===== config.mk =====
export PLATFORM = sky130hd
export DESIGN_NAME = bscc_core
export DESIGN_NICKNAME = d
export VERILOG_FILES = /design/src/core/bscc_pkg.sv /design/src/core/bscc_tick_div.sv /design/src/core/bscc_core.sv
export SDC_FILE = /design/constraint.sdc
export NUM_CORES = 1
export LEC_CHECK = 0
export ABC_AREA = 1
export BUFFER_PORTS_ARGS = -buffer_cell sky130_fd_sc_hd__buf_2
export CORE_MARGIN = 4
export CORE_UTILIZATION = 35
export DETAILED_ROUTE_END_ITERATION = 10
export GPL_TIMING_DRIVEN = 0
export HOLD_SLACK_MARGIN = 0.03
export PLACE_DENSITY = 0.61
export SLEW_MARGIN = 40
export SYNTH_ARGS = -nofsm -noshare
export SYNTH_HDL_FRONTEND = slang
export SYNTH_SLANG_ARGS = --single-unit

===== constraint.sdc =====
create_clock -name clk_i -period 1.7 [get_ports clk_i]
set_input_delay 0.17 -clock clk_i [delete_from_list [all_inputs] [get_ports clk_i]]
set_output_delay 0.17 -clock clk_i [all_outputs]
set_load 0.005 [all_outputs]

===== src/core/bscc_pkg.sv =====
package bscc_pkg;

  // Register offsets, byte addresses on the Wishbone bus
  localparam logic [7:0] BSCC_FCR_OFS = 8'h00;
  localparam logic [7:0] BSCC_BPREG_OFS = 8'h04;
  localparam logic [7:0] BSCC_COUNT_OFS = 8'h08;
  localparam logic [7:0] BSCC_EVENT_OFS = 8'h0c;

  // Values after reset
  localparam logic [31:0] BSCC_FCR_RST = 32'h0000_0000;
  localparam logic [12:0] BSCC_BPREG_RST = 13'h0000;
  localparam logic [5:0] BSCC_COUNT_RST = 6'h00;
  localparam logic [4:0] BSCC_BITPOS_RST = 5'h00;

  // Field positions inside the function control register
  localparam int BSCC_FCR_COND_LO = 16;
  localparam int BSCC_FCR_COND_HI = 17;
  localparam int BSCC_FCR_INT_INSTEAD = 18;
  localparam int BSCC_FCR_MICRO_SEL = 19;

  // Field positions inside the count status word
  localparam int BSCC_CNT_LOW2_POS = 8;
  localparam int BSCC_CNT_LOW4_POS = 9;
  localparam int BSCC_CNT_LOW5Z_POS = 10;
  localparam int BSCC_CNT_ALLZ_POS = 11;
  localparam int BSCC_CNT_MATCH_POS = 12;
  localparam int BSCC_CNT_BITPOS_POS = 16;

  // Field positions inside the event word
  localparam int BSCC_EV_MACRO_INT_POS = 0;
  localparam int BSCC_EV_HOLD_POS = 1;
  localparam int BSCC_EV_RUN_POS = 2;
  localparam int BSCC_EV_JOINT_POS = 3;

  // Timing
  localparam int BSCC_CLK_PERIOD_NS = 100;
  localparam int BSCC_OSC_PERIOD_NS = 120;
  localparam int BSCC_OSC_CYCLES = (BSCC_OSC_PERIOD_NS / BSCC_CLK_PERIOD_NS) < 1 ? 1 :
                                   (BSCC_OSC_PERIOD_NS / BSCC_CLK_PERIOD_NS);
  localparam int BSCC_RESTART_MS = 15;
  localparam int BSCC_RESTART_CYCLES = (BSCC_RESTART_MS * 1000000 + BSCC_CLK_PERIOD_NS - 1) / BSCC_CLK_PERIOD_NS;

  // Breakpoint condition codes
  localparam logic [1:0] BSCC_BP_OFF = 2'h0;
  localparam logic [1:0] BSCC_BP_FETCH = 2'h1;
  localparam logic [1:0] BSCC_BP_STORE = 2'h2;
  localparam logic [1:0] BSCC_BP_ANY = 2'h3;

  typedef enum logic [1:0] {
    BSCC_CLK_STOPPED,
    BSCC_CLK_RUN,
    BSCC_CLK_HOLD,
    BSCC_CLK_JOINT
  } bscc_clk_state_e;

  typedef struct packed {
    logic [3:0] page;
    logic [7:0] addr;
    logic word_sel;
  } bscc_micro_addr_s;

  typedef struct packed {
    logic low2_ones;
    logic low4_ones;
    logic low5_zero;
    logic all_zero;
  } bscc_jump_s;

endpackage : bscc_pkg


===== src/core/bscc_tick_div.sv =====
`timescale 1ns/1ns
module bscc_tick_div #(
  parameter int DIV = 1
) (
  input wire logic clk_i,
  input wire logic rst_i,
  input wire logic run_i,
  output logic tick_o
);
  localparam int CW = DIV > 1 ? $clog2(DIV) : 1;
  localparam logic [CW-1:0] LAST = CW'(DIV - 1);

  logic [CW-1:0] cnt;
  wire at_last = (cnt == LAST);

  // Counter restarts from zero whenever the run gate drops, so each restart is a full period
  always_ff @(posedge clk_i) begin
    if (rst_i || !run_i) begin
      cnt <= '0;
      tick_o <= 1'b0;
    end else begin
      cnt <= at_last ? '0 : cnt + CW'(1);
      tick_o <= at_last;
    end
  end
endmodule : bscc_tick_div


===== src/core/bscc_core.sv =====
// The implementer's own choices: the register offsets and register access over Wishbone.
`timescale 1ns/1ns
module bscc_core #(
  parameter int RESTART_CYCLES = bscc_pkg::BSCC_RESTART_CYCLES
) (
  input wire logic clk_i,
  input wire logic rst_i,
  input wire logic [7:0] wb_adr_i,
  input wire logic [31:0] wb_dat_i,
  output logic [31:0] wb_dat_o,
  input wire logic wb_we_i,
  input wire logic [3:0] wb_sel_i,
  input wire logic wb_stb_i,
  input wire logic wb_cyc_i,
  output logic wb_ack_o,
  input wire logic master_clear_i,
  input wire logic count_preset_strobe_i,
  input wire logic count_clear_strobe_i,
  input wire logic count_enable_i,
  input wire logic [5:0] instr_count_i,
  input wire logic [4:0] shift_reg_low_i,
  input wire logic bitpos_load_i,
  input wire logic digit_mode_i,
  input wire logic controller_owns_processor_i,
  input wire bscc_pkg::bscc_micro_addr_s micro_addr_i,
  input wire logic [11:0] macro_addr_i,
  input wire logic instr_fetch_i,
  input wire logic operand_store_i,
  input wire logic local_mode_i,
  input wire logic key_press_strobe_i,
  input wire logic processor_phase_clock_i,
  output bscc_pkg::bscc_jump_s jump_o,
  output logic [5:0] count_o,
  output logic [4:0] bitpos_o,
  output logic bitpos_match_o,
  output logic macro_stop_o,
  output logic micro_stop_o,
  output logic macro_bp_interrupt_status_o,
  output logic ctl_clk_en_o
);
  import bscc_pkg::*;

  localparam int RW = $clog2(RESTART_CYCLES + 1);
  localparam logic [RW-1:0] RESTART_LAST = RW'(RESTART_CYCLES - 1);

  logic [31:0] function_control_register;
  logic [12:0] bp_reg;
  logic [5:0] count;
  logic [4:0] bitpos;
  logic macro_int;
  logic hold;
  logic [RW-1:0] restart_cnt;
  logic phase_q;
  logic ack;
  logic [31:0] rdata;
  bscc_clk_state_e clk_state;
  bscc_clk_state_e next_clk_state;

  function automatic logic [31:0] merge_bytes(input logic [31:0] old, input logic [31:0] val,
                                              input logic [3:0] sel);
    logic [31:0] r;
    r = old;
    for (int i = 0; i < 4; i++) begin
      if (sel[i]) begin
        r[8*i +: 8] = val[8*i +: 8];
      end
    end
    return r;
  endfunction : merge_bytes

  // Bus decode
  wire bus_req = wb_cyc_i && wb_stb_i && !ack;
  wire bus_wr = bus_req && wb_we_i;
  wire wr_fcr = bus_wr && (wb_adr_i == BSCC_FCR_OFS);
  wire wr_bp = bus_wr && (wb_adr_i == BSCC_BPREG_OFS);
  wire wr_event = bus_wr && (wb_adr_i == BSCC_EVENT_OFS) && wb_sel_i[0];
  wire [31:0] fcr_merged = merge_bytes(function_control_register, wb_dat_i, wb_sel_i);
  wire [31:0] bp_merged = merge_bytes({19'h00000, bp_reg}, wb_dat_i, wb_sel_i);

  // Loose control bits
  wire micro_mode = function_control_register[BSCC_FCR_MICRO_SEL];
  wire bp_condition_low = function_control_register[BSCC_FCR_COND_LO];
  wire bp_condition_high = function_control_register[BSCC_FCR_COND_HI];
  wire bp_interrupt_instead = function_control_register[BSCC_FCR_INT_INSTEAD];
  wire [1:0] bp_cond = {bp_condition_high, bp_condition_low};
  wire mclr = rst_i || master_clear_i;

  // Controller clock
  wire osc_tick;
  wire phase_rise = processor_phase_clock_i && !phase_q;
  wire joint = controller_owns_processor_i;
  wire osc_run = (clk_state == BSCC_CLK_RUN);
  wire restart_end = hold && (restart_cnt == RESTART_LAST);
  wire ctl_tick = joint ? phase_rise : osc_tick;

  bscc_tick_div #(
    .DIV(BSCC_OSC_CYCLES)
  ) u_osc (
    .clk_i(clk_i),
    .rst_i(mclr),
    .run_i(osc_run),
    .tick_o(osc_tick)
  );

  // Oscillator gate state
  always_comb begin
    next_clk_state = clk_state;
    unique case (clk_state)
      BSCC_CLK_STOPPED: begin
        next_clk_state = BSCC_CLK_RUN;
      end
      BSCC_CLK_RUN: begin
        if (joint) begin
          next_clk_state = BSCC_CLK_JOINT;
        end else if ((local_mode_i && key_press_strobe_i) || hold) begin
          next_clk_state = BSCC_CLK_HOLD;
        end
      end
      BSCC_CLK_HOLD: begin
        // A press in the last held cycle retriggers the pulse, so the gate must stay held
        if (restart_end && !(local_mode_i && key_press_strobe_i)) begin
          next_clk_state = joint ? BSCC_CLK_JOINT : BSCC_CLK_RUN;
        end
      end
      BSCC_CLK_JOINT: begin
        if (!joint) begin
          next_clk_state = hold ? BSCC_CLK_HOLD : BSCC_CLK_RUN;
        end
      end
    endcase
  end

  always_ff @(posedge clk_i) begin
    if (mclr) begin
      clk_state <= BSCC_CLK_STOPPED;
    end else begin
      clk_state <= next_clk_state;
    end
  end

  // Key debounce hold: a later key press retriggers the restart pulse
  wire key_hit = local_mode_i && key_press_strobe_i;
  always_ff @(posedge clk_i) begin
    if (mclr) begin
      hold <= 1'b0;
      restart_cnt <= '0;
    end else if (key_hit) begin
      hold <= 1'b1;
      restart_cnt <= '0;
    end else if (restart_end) begin
      hold <= 1'b0;
      restart_cnt <= '0;
    end else if (hold) begin
      restart_cnt <= restart_cnt + RW'(1);
    end
  end

  always_ff @(posedge clk_i) begin
    if (rst_i) begin
      phase_q <= 1'b0;
    end else begin
      phase_q <= processor_phase_clock_i;
    end
  end

  // Shift counter; clear beats preset, preset beats increment
  always_ff @(posedge clk_i) begin
    if (mclr || count_clear_strobe_i) begin
      count <= BSCC_COUNT_RST;
    end else if (count_preset_strobe_i) begin
      count <= instr_count_i;
    end else if (ctl_tick && count_enable_i) begin
      count <= count + 6'h01;
    end
  end

  // Jump conditions
  assign jump_o = '{
    low2_ones: &count[1:0],
    low4_ones: &count[3:0],
    low5_zero: ~|count[4:0],
    all_zero: ~|count
  };
  assign count_o = count;

  // Bit position register
  wire [4:0] bitpos_load_val = digit_mode_i ? {2'b00, shift_reg_low_i[4:2]} : shift_reg_low_i;
  always_ff @(posedge clk_i) begin
    if (mclr) begin
      bitpos <= BSCC_BITPOS_RST;
    end else if (bitpos_load_i) begin
      bitpos <= bitpos_load_val;
    end
  end
  assign bitpos_o = bitpos;

  // Digit mode forces the low two bits equal, so four bits in a row match
  wire hi3_eq = (bitpos[4:2] == count[4:2]);
  wire lo2_eq = digit_mode_i || (bitpos[1:0] == count[1:0]);
  assign bitpos_match_o = hi3_eq && lo2_eq;

  // Breakpoint comparator
  wire cmp_en = !controller_owns_processor_i;
  wire micro_low_eq = ({micro_addr_i.page, micro_addr_i.addr} == bp_reg[11:0]);
  wire micro_ws_eq = bp_condition_high || (micro_addr_i.word_sel == bp_reg[12]);
  wire micro_address_match = micro_low_eq && micro_ws_eq;
  wire macro_eq = (macro_addr_i == bp_reg[11:0]);
  wire macro_cond = (bp_cond == BSCC_BP_FETCH && instr_fetch_i) ||
                    (bp_cond == BSCC_BP_STORE && operand_store_i) ||
                    (bp_cond == BSCC_BP_ANY);
  wire micro_hit = cmp_en && micro_mode && micro_address_match && (bp_cond != BSCC_BP_OFF);
  wire macro_hit = cmp_en && !micro_mode && macro_eq && macro_cond;
  wire macro_int_set = macro_hit && bp_interrupt_instead;

  always_ff @(posedge clk_i) begin
    if (rst_i) begin
      micro_stop_o <= 1'b0;
      macro_stop_o <= 1'b0;
    end else begin
      micro_stop_o <= micro_hit;
      macro_stop_o <= macro_hit && !bp_interrupt_instead;
    end
  end

  // Sticky status: a new hit wins over a software clear in the same cycle
  always_ff @(posedge clk_i) begin
    if (rst_i) begin
      macro_int <= 1'b0;
    end else if (macro_int_set) begin
      macro_int <= 1'b1;
    end else if (wr_event && wb_dat_i[BSCC_EV_MACRO_INT_POS]) begin
      macro_int <= 1'b0;
    end
  end
  assign macro_bp_interrupt_status_o = macro_int;

  always_ff @(posedge clk_i) begin
    if (rst_i) begin
      ctl_clk_en_o <= 1'b0;
    end else begin
      ctl_clk_en_o <= ctl_tick;
    end
  end

  // Writable registers
  always_ff @(posedge clk_i) begin
    if (rst_i) begin
      function_control_register <= BSCC_FCR_RST;
      bp_reg <= BSCC_BPREG_RST;
    end else begin
      if (wr_fcr) begin
        function_control_register <= fcr_merged;
      end
      if (wr_bp) begin
        bp_reg <= bp_merged[12:0];
      end
    end
  end

  // Read mux; unmapped addresses read zero and still acknowledge
  wire [31:0] count_word = {11'h000, bitpos, 3'h0, bitpos_match_o, jump_o.all_zero, jump_o.low5_zero,
                            jump_o.low4_ones, jump_o.low2_ones, 2'h0, count};
  wire [31:0] event_word = {28'h0000000, joint, osc_run, hold, macro_int};
  always_comb begin
    unique case (wb_adr_i)
      BSCC_FCR_OFS: rdata = function_control_register;
      BSCC_BPREG_OFS: rdata = {19'h00000, bp_reg};
      BSCC_COUNT_OFS: rdata = count_word;
      BSCC_EVENT_OFS: rdata = event_word;
      default: rdata = 32'h0000_0000;
    endcase
  end

  always_ff @(posedge clk_i) begin
    if (rst_i) begin
      ack <= 1'b0;
      wb_dat_o <= 32'h0000_0000;
    end else begin
      ack <= bus_req;
      wb_dat_o <= bus_req ? rdata : 32'h0000_0000;
    end
  end
  assign wb_ack_o = ack;
endmodule : bscc_core


==> impl_metrics.yaml, run 1 <==
run_status:
  status: "complete, but fails checks"
  violations: "negative setup slack"
pwr:
  max-vdd-ir-drop_uv: 735
  pwr-share-clk_pct: 53.4
  sw_frac_of_total_pct: 23.3
  intPower_mw: 5.34
  switchingPower_mw: 1.62
  leakagePower_nw: 3.12
  power_frac_seq_pct: 40.0
  power_density_nw_per_um2: 958
  pwr-share-comb_pct: 6.6
critical_path:
  cp-end-kind: "register"
  crit_fanout: 10
  cpMaxStageDelayCell: "dlygate4sd3_1"
  r2r_start: "wb_ack_o"
  crit_required_ns: 1.98
  crit_chain: "dlygate4sd3_1, buf_6, inv_1, nand2_1, clkbuf_1, nor2_1"
  cp.arrival_ns: 1.99
  path_class: "primary input to register"
  critPathLaunchType: "primary input"
  reg2reg_slack_ns: 0.14
  r2r_end: "function_control_register[29]"
  reg2reg_depth: 6
  crit_path_end: "wb_dat_o[3]"
  slowest_delay_ns: 0.54
  crit_start: "rst_i"
yosys:
  synth_area_um2: 5260
  yosysWarnings: 0
  synth_xor_area_share_pct: 4.66
  synth_top_area_share_pct: 44.5
  synth_top_family_by_area: "simple AND/OR/NAND/NOR gates"
  yosysSeqAreaShare_pct: 44.5
  ys_top_cells_by_area: "dfxtp_1, nand2_1, inv_1"
  synthAdderAreaFrac_pct: 0.714
  synthSimpleGateAreaFrac_pct: 24.8
  synth_fp_nets: 824
  ys_ff_latch: 117
  ys_types: 34
  syn_area_per_cell_um2: 7.26
  muxShareOfSynthArea_pct: 0
  yosysTopAreaCell: "dfxtp_1"
  synth_compound_area_share_pct: 15.1
  synthCells: 724
sta:
  period_needed_ns: 1.71
  clock_skew_ns: 0.00588
  hold_viol: 0
  slew_headroom_pct: 64.4
  max_freq_ghz: 0.585
  setup_viol: 2
  worst_pin_slew_ns: 0.535
  rsz0062_at_grt: "yes"
  post-route-period-util_pct: 101
  fin_ws_ns: -0.0102
  hold_slack_ns: 0.0464
  slew_viol_final: 0
clock_tree:
  clock-sinks: 117
  clkLatencyLatePin_ns: 0.42
  clock_path_buffers: 2
  cts_max_level: 4
  clk_pin_slew_ns: 0.05
  cts_tree: "done"
  numCtsBuffers: 17
  clock-root-buffer: "clkbuf_16"
global_route:
  use_met2_pct: 30.1
  track_usage_pct: 19.4
  grt_pass1_wl_um: 25400
  use_met1_pct: 25.1
  busiest_layer: "met2"
  grt-ovfl-total: 0
  grt_pass1_vias: 5109
  use_met3_pct: 5.89
  antenna_found_initial: 2
  grt_max_degree: 17
floorplanning:
  io-pin-count: 150
  die_area_um2: 17000
  start_util_pct: 35.9
  die_w_um: 131
  fp.dieH_um: 131
  rows: 44
  coreArea_um2: 14600
finish:
  regArea_um2: 2350
  multi_input_area_um2: 2460
  syn2layout_area_growth_pct: 38.2
  reg.largest.list: "function_control_register x32, wb_dat_o x32, restart_cnt x18"
  final_cells: 1120
  fill_cells: 1488
  drive_above_1_share_pct: 24.4
  fin_nets: 1022
drt:
  first_pass_iters: 6
  via_count: 5439
  antenna_left: 0
  drt_wl_total_um: 16400
  wl_per_cell_um: 14.6
  drtIter0Drc: 300
  vias_per_cell: 4.86
  drc: 0
flow_run:
  drv_cap: 0
placed_design:
  dpl.hpwl_um: 12500
  port_buffers: 147
  dp_cells: 1055
  place.gp.congestion: 0.888
min_path:
  hp-class: "primary input to register"
==> placed cells by master (no fill, tap or decap), types with 11 or more instances in the layout <==
| master | netlist | layout |
|---|---|---|
| a21oi_1 | 62 | 62 |
| nor2_1 | 72 | 72 |
| nand4_1 | 11 | 11 |
| inv_1 | 107 | 105 |
| dlygate4sd3_1 | 0 | 29 |
| o21ai_0 | 64 | 64 |
| dfxtp_1 | 117 | 112 |
| buf_2 | 7 | 155 |
| nor3_1 | 30 | 29 |
| xor2_1 | 21 | 21 |
| clkbuf_16 | 0 | 17 |
| nand3_1 | 29 | 27 |
| nand2_1 | 133 | 133 |
==> kinds of logic (layout without fill, tap and decap cells) <==
group                    Yosys count  count (layout)
adder cells (fa/ha/maj)            3               3
other                              1               2
AO/OA/AOI/OAI                    149             149
buffers and inverters            134             345
XOR/XNOR                          28              28
flip-flops                       117             117
AND/OR/NAND/NOR                  292             292
==> power by group through the flow <==
| stage | logic (mW) | registers, mW | clock network [mW] |
|---|---|---|---|
| 2_1_floorplan | 0.182 | 2.83 | 0 |
| 6_report | 0.461 | 2.78 | 3.72 |
| 3_5_place_dp | 0.383 | 2.84 | 0 |
| 4_1_cts | 0.435 | 2.78 | 3.77 |
| 3_3_place_gp | 0.382 | 2.84 | 0 |
| 5_1_grt | 0.515 | 2.78 | 3.89 |
==> cell usage after synthesis (all sizes together) <==
master and count:
a211oi 5, xnor2 7, o21ai 64, or2 2, and3 2, nor3 35, nor4 3, dfxtp 117
nand3 30, conb 1, inv 112, xor2 21, a31oi 2, a22o 3, clkbuf 12, o22ai 7
ha 3, o211ai 6, nand4 11, a21oi 62, buf 10, nor2 75, nand2 134
==> critical path: cells and delay by family <==
| kind | cells | cell delay, ns |
|---|---|---|
| buf+inv | 4 | 1.33 |
| simple gates | 2 | 0.47 |
==> per-layer routing <==
layer / wire length (um) / up-vias
li1: - / 2741
met1: 7270 / 2485
met2: 7510 / 178
met3: 1190 / 31
met4: 359 / 4
met5: 27 / -
==> worst min-delay path by stage <==
stage                                     to                     from  depth (start not counted)
3_5_place_dp                    u_osc.tick_o                u_osc.cnt                          1
5_1_grt        function_control_register[27]             wb_dat_i[27]                          3
3_3_place_gp                    u_osc.tick_o                u_osc.cnt                          1
4_1_cts        function_control_register[27]             wb_dat_i[27]                          3
6_report       function_control_register[26]             wb_dat_i[26]                          3
2_1_floorplan                        phase_q  processor_phase_clock_i                          2
==> final cells by class <==
class                      count  share of cell area [%]
clock inverter                14                    2.44
inverter                     112                    5.82
antenna                        1                  0.0344
clock buffer                  18                    6.04
sequential                   117                    32.4
buffer                        19                    1.33
multi-input combinational    473                    33.8
timing repair buffer         182                    15.0
tap                          184                    3.17
==> repair_timing <==
item,in CTS,in global routing
endpoints found under the hold margin,29,0
hold buffers,29,0
endpoints found under the setup margin,6,66
resized for setup,4,20
setup buffers,0,6
pin swaps,1,4
cloned,0,0
==> metrics by stage <==
stage,instance area (um^2),util (%),power (mW),setup slack (ns),TNS [ns]
2_1_floorplan,5260,-,3.01,0.343,0
6_report,7270,49.6,6.96,-0.0102,-0.0148
5_1_grt,7260,49.6,7.18,-0.0725,-0.825
3_5_place_dp,6220,42.5,3.22,-0.00521,-0.00521
4_1_cts,7130,48.7,6.99,-0.00985,-0.0138
3_3_place_gp,6220,42.5,3.22,-0.00285,-0.00960
(Power assumes the default switching activity.)
==> run 2, diff against run 1 <==
--- a/config.mk
+++ b/config.mk
@@ -7,6 +7,7 @@
 export LEC_CHECK = 0
 export ABC_AREA = 1
 export BUFFER_PORTS_ARGS = -buffer_cell sky130_fd_sc_hd__buf_2
+export CORE_ASPECT_RATIO = 0.7
 export CORE_MARGIN = 4
 export CORE_UTILIZATION = 35
 export DETAILED_ROUTE_END_ITERATION = 10
==> impl_metrics.yaml, run 2 (same netlist as run 1, synthesis figures left out) <==
run_status:
  status: "complete, no violations"
floorplanning:
  fp.dieH_um: 111
  die_area_um2: 17100
  coreArea_um2: 14700
  start_util_pct: 35.7
  rows: 37
  die_w_um: 155
  io-pin-count: 150
critical_path:
  reg2reg_slack_ns: 0.12
  crit_required_ns: 1.53
  cp_top_family: "flip-flops"
  path_class: "register to output pin"
  r2r_end: "restart_cnt[15]"
  cp.arrival_ns: 1.47
  crit_fanout: 5
  cp-end-kind: "output pin"
  critPathLaunchType: "register"
  crit_chain: "inv_2, ha_4, nand3_2, nor3_2, buf_2"
  reg2reg_depth: 7
  cpMaxStageDelayCell: "dfxtp_4"
  r2r_start: "restart_cnt[0]"
  path_buf_inv: 2
  slowest_delay_ns: 0.36
finish:
  syn2layout_area_growth_pct: 35.0
  final_common_cell: "buf_2"
  drive_above_1_share_pct: 24.7
  reg.largest.list: "function_control_register x32, wb_dat_o x32, restart_cnt x18"
  final_core_util_pct: 48.2
  fin_nets: 1009
  fin_area_um2: 7100
  layout_common_cells: "buf_2, nand2_1, dfxtp_1"
  n_antenna_cell: 0
clock_tree:
  cts_tree: "done"
  clkLatencyLatePin_ns: 0.42
  clock_path_buffers: 2
  clock-root-buffer: "clkbuf_16"
  cts_max_level: 4
  clk_pin_slew_ns: 0.06
  clock-sinks: 117
  numCtsBuffers: 17
drt:
  wl_met1_um: 8580
  dr_wl_met3_um: 1260
  drt_wl_total_um: 16700
  antenna_left: 0
  first_pass_iters: 5
  vias_per_cell: 4.79
  drc: 0
  top_layer_used: "met4"
  wl_per_cell_um: 14.9
  wl_met2_um: 6460
  via_count: 5351
  drtIter0Drc: 478
pwr:
  max-vdd-ir-drop_uv: 553
  power_density_nw_per_um2: 961
  leakagePower_nw: 3.06
global_route:
  antenna_found_initial: 0
  track_usage_pct: 19.6
  grt_pass1_vias: 4918
  grt_max_degree: 17
  grt-ovfl-total: 0
  grt_pass1_wl_um: 26500
placed_design:
  place_area_um2: 6240
  dpl.hpwl_um: 12900
  port_buffers: 147
  place.gp.congestion: 0.872
min_path:
  holdPathEnd: "count_o[1]"
  whs_path_depth: 3
  hold_start: "instr_count_i[1]"
  hp-class: "primary input to register"
flow_run:
  drv_cap: 0
sta:
  period_needed_ns: 1.64
  max_freq_ghz: 0.610
  slew_headroom_pct: 62.4
  clock_skew_ns: 0.0116
  hold_viol: 0
  slew_viol_final: 0
  setup_viol: 0
  worst_pin_slew_ns: 0.564
  post-route-period-util_pct: 96.5
-- run 2: metrics by stage --
stage | std cells | TNS (ns) | total power, mW | setup WS (ns) | hold WS, ns
2_1_floorplan | 724 | 0 | 3.01 | 0.343 | 0.277
3_3_place_gp | 1066 | -0.559 | 3.22 | -0.0612 | 0.389
3_5_place_dp | 1066 | -0.165 | 3.22 | -0.0368 | 0.388
4_1_cts | 1112 | 0 | 6.85 | 0.0135 | 0.0310
5_1_grt | 1117 | -0.0211 | 7.03 | -0.0162 | 0.0468
6_report | 1117 | 0 | 6.83 | 0.0594 | 0.0349
-- run 2: worst min-delay path, cell delays in order --
cell and delay (ns):
buf_2 0.10, nand2_1 0.07, a31oi_1 0.07
-- run 2: worst max path at each step --
| stage | slack [ns] | end | start | cells after the start |
|---|---|---|---|---|
| floorplan | 0.34 | restart_cnt[13] | restart_cnt[12] | 6 |
| global placement | -0.06 | restart_cnt[13] | hold | 7 |
| detailed placement | -0.04 | function_control_register[6] | wb_adr_i[7] | 8 |
| CTS | 0.01 | restart_cnt[15] | hold | 7 |
| global route | -0.02 | jump_o[0] | count_o[0] | 5 |
| finish | 0.06 | jump_o[0] | count_o[0] | 5 |
-- run 2: timing repair --
action | in CTS | in global routing
pin swaps | 1 | 3
buffers inserted | 1 | 6
hold buffers | 15 | 0
endpoints found under the hold margin | 14 | 0
cloned | 0 | 0
resized for setup | 4 | 18
setup endpoints to repair | 20 | 15
-- run 2: layer usage --
metal  GRT usage (%)  vias up
li1                -     2720
met1            30.4     2390
met2            26.1      212
met3            3.88       29
met4            7.12        0
met5               0        -
-- run 2: area by class of cell --
cell class	instances	area (um^2)
plain buffers	19	103
well taps	195	244
fillers	1503	7620
repair buffers	169	951
clock inverters	15	168
flip-flops and latches	117	2350
inverters	112	420
clock buffers	17	425
multi-input cells	473	2440
-- run 2: report_power, final --
group / switching, mW / internal [mW] / total [mW]
registers: 0.0208 / 2.76 / 2.78
clock network: 1.42 / 2.19 / 3.61
logic: 0.236 / 0.202 / 0.437
total: 1.68 / 5.15 / 6.83
==> run 3, diff against run 2 <==
--- a/config.mk
+++ b/config.mk
@@ -5,7 +5,7 @@
 export SDC_FILE = /design/constraint.sdc
 export NUM_CORES = 1
 export LEC_CHECK = 0
-export ABC_AREA = 1
+export ABC_AREA = 0
 export BUFFER_PORTS_ARGS = -buffer_cell sky130_fd_sc_hd__buf_2
 export CORE_ASPECT_RATIO = 0.7
 export CORE_MARGIN = 4
@@ -13,7 +13,7 @@
 export DETAILED_ROUTE_END_ITERATION = 10
 export GPL_TIMING_DRIVEN = 0
 export HOLD_SLACK_MARGIN = 0.03
-export PLACE_DENSITY = 0.61
+export PLACE_DENSITY = 0.62
 export SLEW_MARGIN = 40
 export SYNTH_ARGS = -nofsm -noshare
 export SYNTH_HDL_FRONTEND = slang
==> constraint.sdc (replaced) <==
create_clock -name clk_i -period 2 [get_ports clk_i]
set_input_delay 0.2 -clock clk_i [delete_from_list [all_inputs] [get_ports clk_i]]
set_output_delay 0.2 -clock clk_i [all_outputs]
set_load 0.005 [all_outputs]
==> impl_metrics.yaml, run 3 <==
sta:
  clock_skew_ns: 0.0119
  post-route-period-util_pct: 104
  fin_tns_setup_ns: -1.25
  max_freq_ghz: 0.479
  setup_viol: 18
  period_needed_ns: 2.09
  worst_pin_slew_ns: 0.801
  slew_viol_final: 0
  rsz0062_at_grt: "yes"
  hold_viol: 0
  hold_slack_ns: 0.0417
  slew_headroom_pct: 46.2
  fin_ws_ns: -0.0887
global_route:
  antenna_found_initial: 0
  grt_pass1_vias: 4584
  grt-ovfl-total: 0
  grt_max_degree: 17
  track_usage_pct: 18.6
  grt_pass1_wl_um: 24400
yosys:
  muxShareOfSynthArea_pct: 13.9
  synth_top_area_share_pct: 45.7
  yosysWarnings: 0
  synth_xor_area_share_pct: 7.70
  synth_edf_count: 0
  ys_async_sr_fraction_pct: 0
  synth_flop_cell: "dfxtp_1"
  ys_ff_latch: 117
  ys_types: 52
  synthCells: 523
  ys_top_cells_by_count: "dfxtp_1, nor2_1, mux2i_1"
  yosysTopAreaCell: "dfxtp_1"
  syn_area_per_cell_um2: 9.79
  synth_top_family_by_area: "simple AND/OR/NAND/NOR gates"
  yosysSeqAreaShare_pct: 45.7
  synth_compound_area_share_pct: 6.55
  synth_area_um2: 5120
  ys_top_cells_by_area: "dfxtp_1, mux2i_1, nor2_1"
  synth_fp_nets: 623
  synthAdderAreaFrac_pct: 0.733
  yosysMostFrequentCell: "dfxtp_1"
  synthSimpleGateAreaFrac_pct: 22.9
floorplanning:
  start_util_pct: 36.3
  die_area_um2: 16700
  die_w_um: 153
  coreArea_um2: 14100
  fp.dieH_um: 109
  io-pin-count: 150
  rows: 36
critical_path:
  critPathLaunchType: "register"
  r2r_end: "restart_cnt[11]"
  crit_start: "restart_cnt[13]"
  cp-end-kind: "register"
  cp.arrival_ns: 2.39
  crit_fanout: 5
  reg2reg_depth: 5
  path_class: "register to register"
  r2r_start: "restart_cnt[13]"
  reg2reg_slack_ns: -0.09
  crit_required_ns: 2.30
run_status:
  violations: "negative setup slack"
  status: "complete, but fails checks"
clock_tree:
  clk_pin_slew_ns: 0.06
  clkLatencyLatePin_ns: 0.42
  cts_tree: "done"
  clock-root-buffer: "clkbuf_16"
  cts_max_level: 4
  clock-sinks: 117
  clock_path_buffers: 2
  numCtsBuffers: 17
placed_design:
  dpl.hpwl_um: 11600
  port_buffers: 146
  place.gp.congestion: 0.843
  place_ws_ns: -0.301
drt:
  via_count: 4540
  drt_wl_total_um: 15500
  first_pass_iters: 4
  wl_per_cell_um: 17.1
  drc: 0
  drtIter0Drc: 272
  antenna_left: 0
  vias_per_cell: 4.98
pwr:
  intPower_mw: 4.28
  pwr-share-clk_pct: 51.4
  max-vdd-ir-drop_uv: 658
  pwr-share-comb_pct: 6.8
  power_frac_seq_pct: 41.7
  leakagePower_nw: 3.01
  power_density_nw_per_um2: 814
  switchingPower_mw: 1.38
  sw_frac_of_total_pct: 24.4
finish:
  final_common_cell: "buf_2"
  fill_cells: 1325
  layout_common_cells: "buf_2, dfxtp_1, nor2_1"
  fin_nets: 807
  drive_above_1_share_pct: 32.1
  final_core_util_pct: 49.3
  syn2layout_area_growth_pct: 35.7
  reg.largest.list: "function_control_register x32, wb_dat_o x32, restart_cnt x18"
min_path:
  hp-class: "primary input to register"
  holdPathEnd: "function_control_register[31]"
  whs_path_depth: 3
  hold_start: "wb_dat_i[31]"
flow_run:
  drv_cap: 0
==> run 3: power by group through the flow <==
stage / combinational [mW] / clock, mW / sequential [mW]
2_1_floorplan: 0.164 / 0 / 2.41
3_3_place_gp: 0.335 / 0 / 2.41
3_5_place_dp: 0.341 / 0 / 2.41
4_1_cts: 0.371 / 2.94 / 2.36
5_1_grt: 0.420 / 3.06 / 2.36
6_report: 0.386 / 2.91 / 2.36
==> run 3: logic make-up after synthesis <==
| family | Yosys count |
|---|---|
| multiplexers | 66 |
| other | 1 |
| AO/OA/AOI/OAI | 55 |
| AND/OR/NAND/NOR | 206 |
| flip-flops | 117 |
| adder cells (fa/ha/maj) | 3 |
| buffers and inverters | 30 |
| XOR/XNOR | 45 |
==> run 3: worst max-delay path, stage by stage (launching register included) <==
cell       delay (ns)
dfxtp_2          0.34
or4b_1           0.51
or4_4            0.57
o21ai_4          0.31
clkbuf_16        0.21
nor2_2           0.04
==> run 3: area by class of cell <==
cell class / instances / area [um^2] / share of cell area, %
Antenna cell: 1 / 2.50 / 0.0360
Inverter: 5 / 18.8 / 0.270
Tap cell: 190 / 238 / 3.42
Multi-Input combinational cell: 376 / 2730 / 39.3
Clock buffer: 18 / 439 / 6.32
Timing Repair Buffer: 165 / 922 / 13.3
Sequential cell: 117 / 2350 / 33.9
Buffer: 25 / 115 / 1.66
Clock inverter: 14 / 130 / 1.87
==> run 3: metal layers <==
metal	vias up	GRT usage, %	wire, um
li1	2213	-	-
met5	-	0	0
met4	0	5.79	175
met2	159	28.5	6830
met1	2150	25.9	7440
met3	18	4.56	1100
==> run 3: metrics by stage <==
| step | power, mW | cell area, um^2 | std cells |
|---|---|---|---|
| CTS | 5.67 | 6850 | 907 |
| global placement | 2.75 | 6090 | 859 |
| finish | 5.66 | 6950 | 911 |
| global route | 5.84 | 6950 | 910 |
| detailed placement | 2.75 | 6100 | 859 |
| floorplan | 2.57 | 5120 | 523 |
==> run 3: worst max path at each step <==
stage,end,slack [ns],cells past startpoint
floorplan,restart_cnt[5],0.01,5
global placement,wb_dat_o[30],-0.32,6
detailed placement,restart_cnt[6],-0.30,7
CTS,restart_cnt[6],-0.03,5
global route,restart_cnt[4],-0.13,5
finish,restart_cnt[11],-0.09,5
==> run 3: what timing repair did <==
action                     4_1_cts  5_1_grt
setup endpoints to repair       26       35
setup buffers                    5        2
hold buffers                    11        0
resized for setup               11       14
pin swaps                        1       12
cloned                           0        1
hold endpoints to repair        11        0
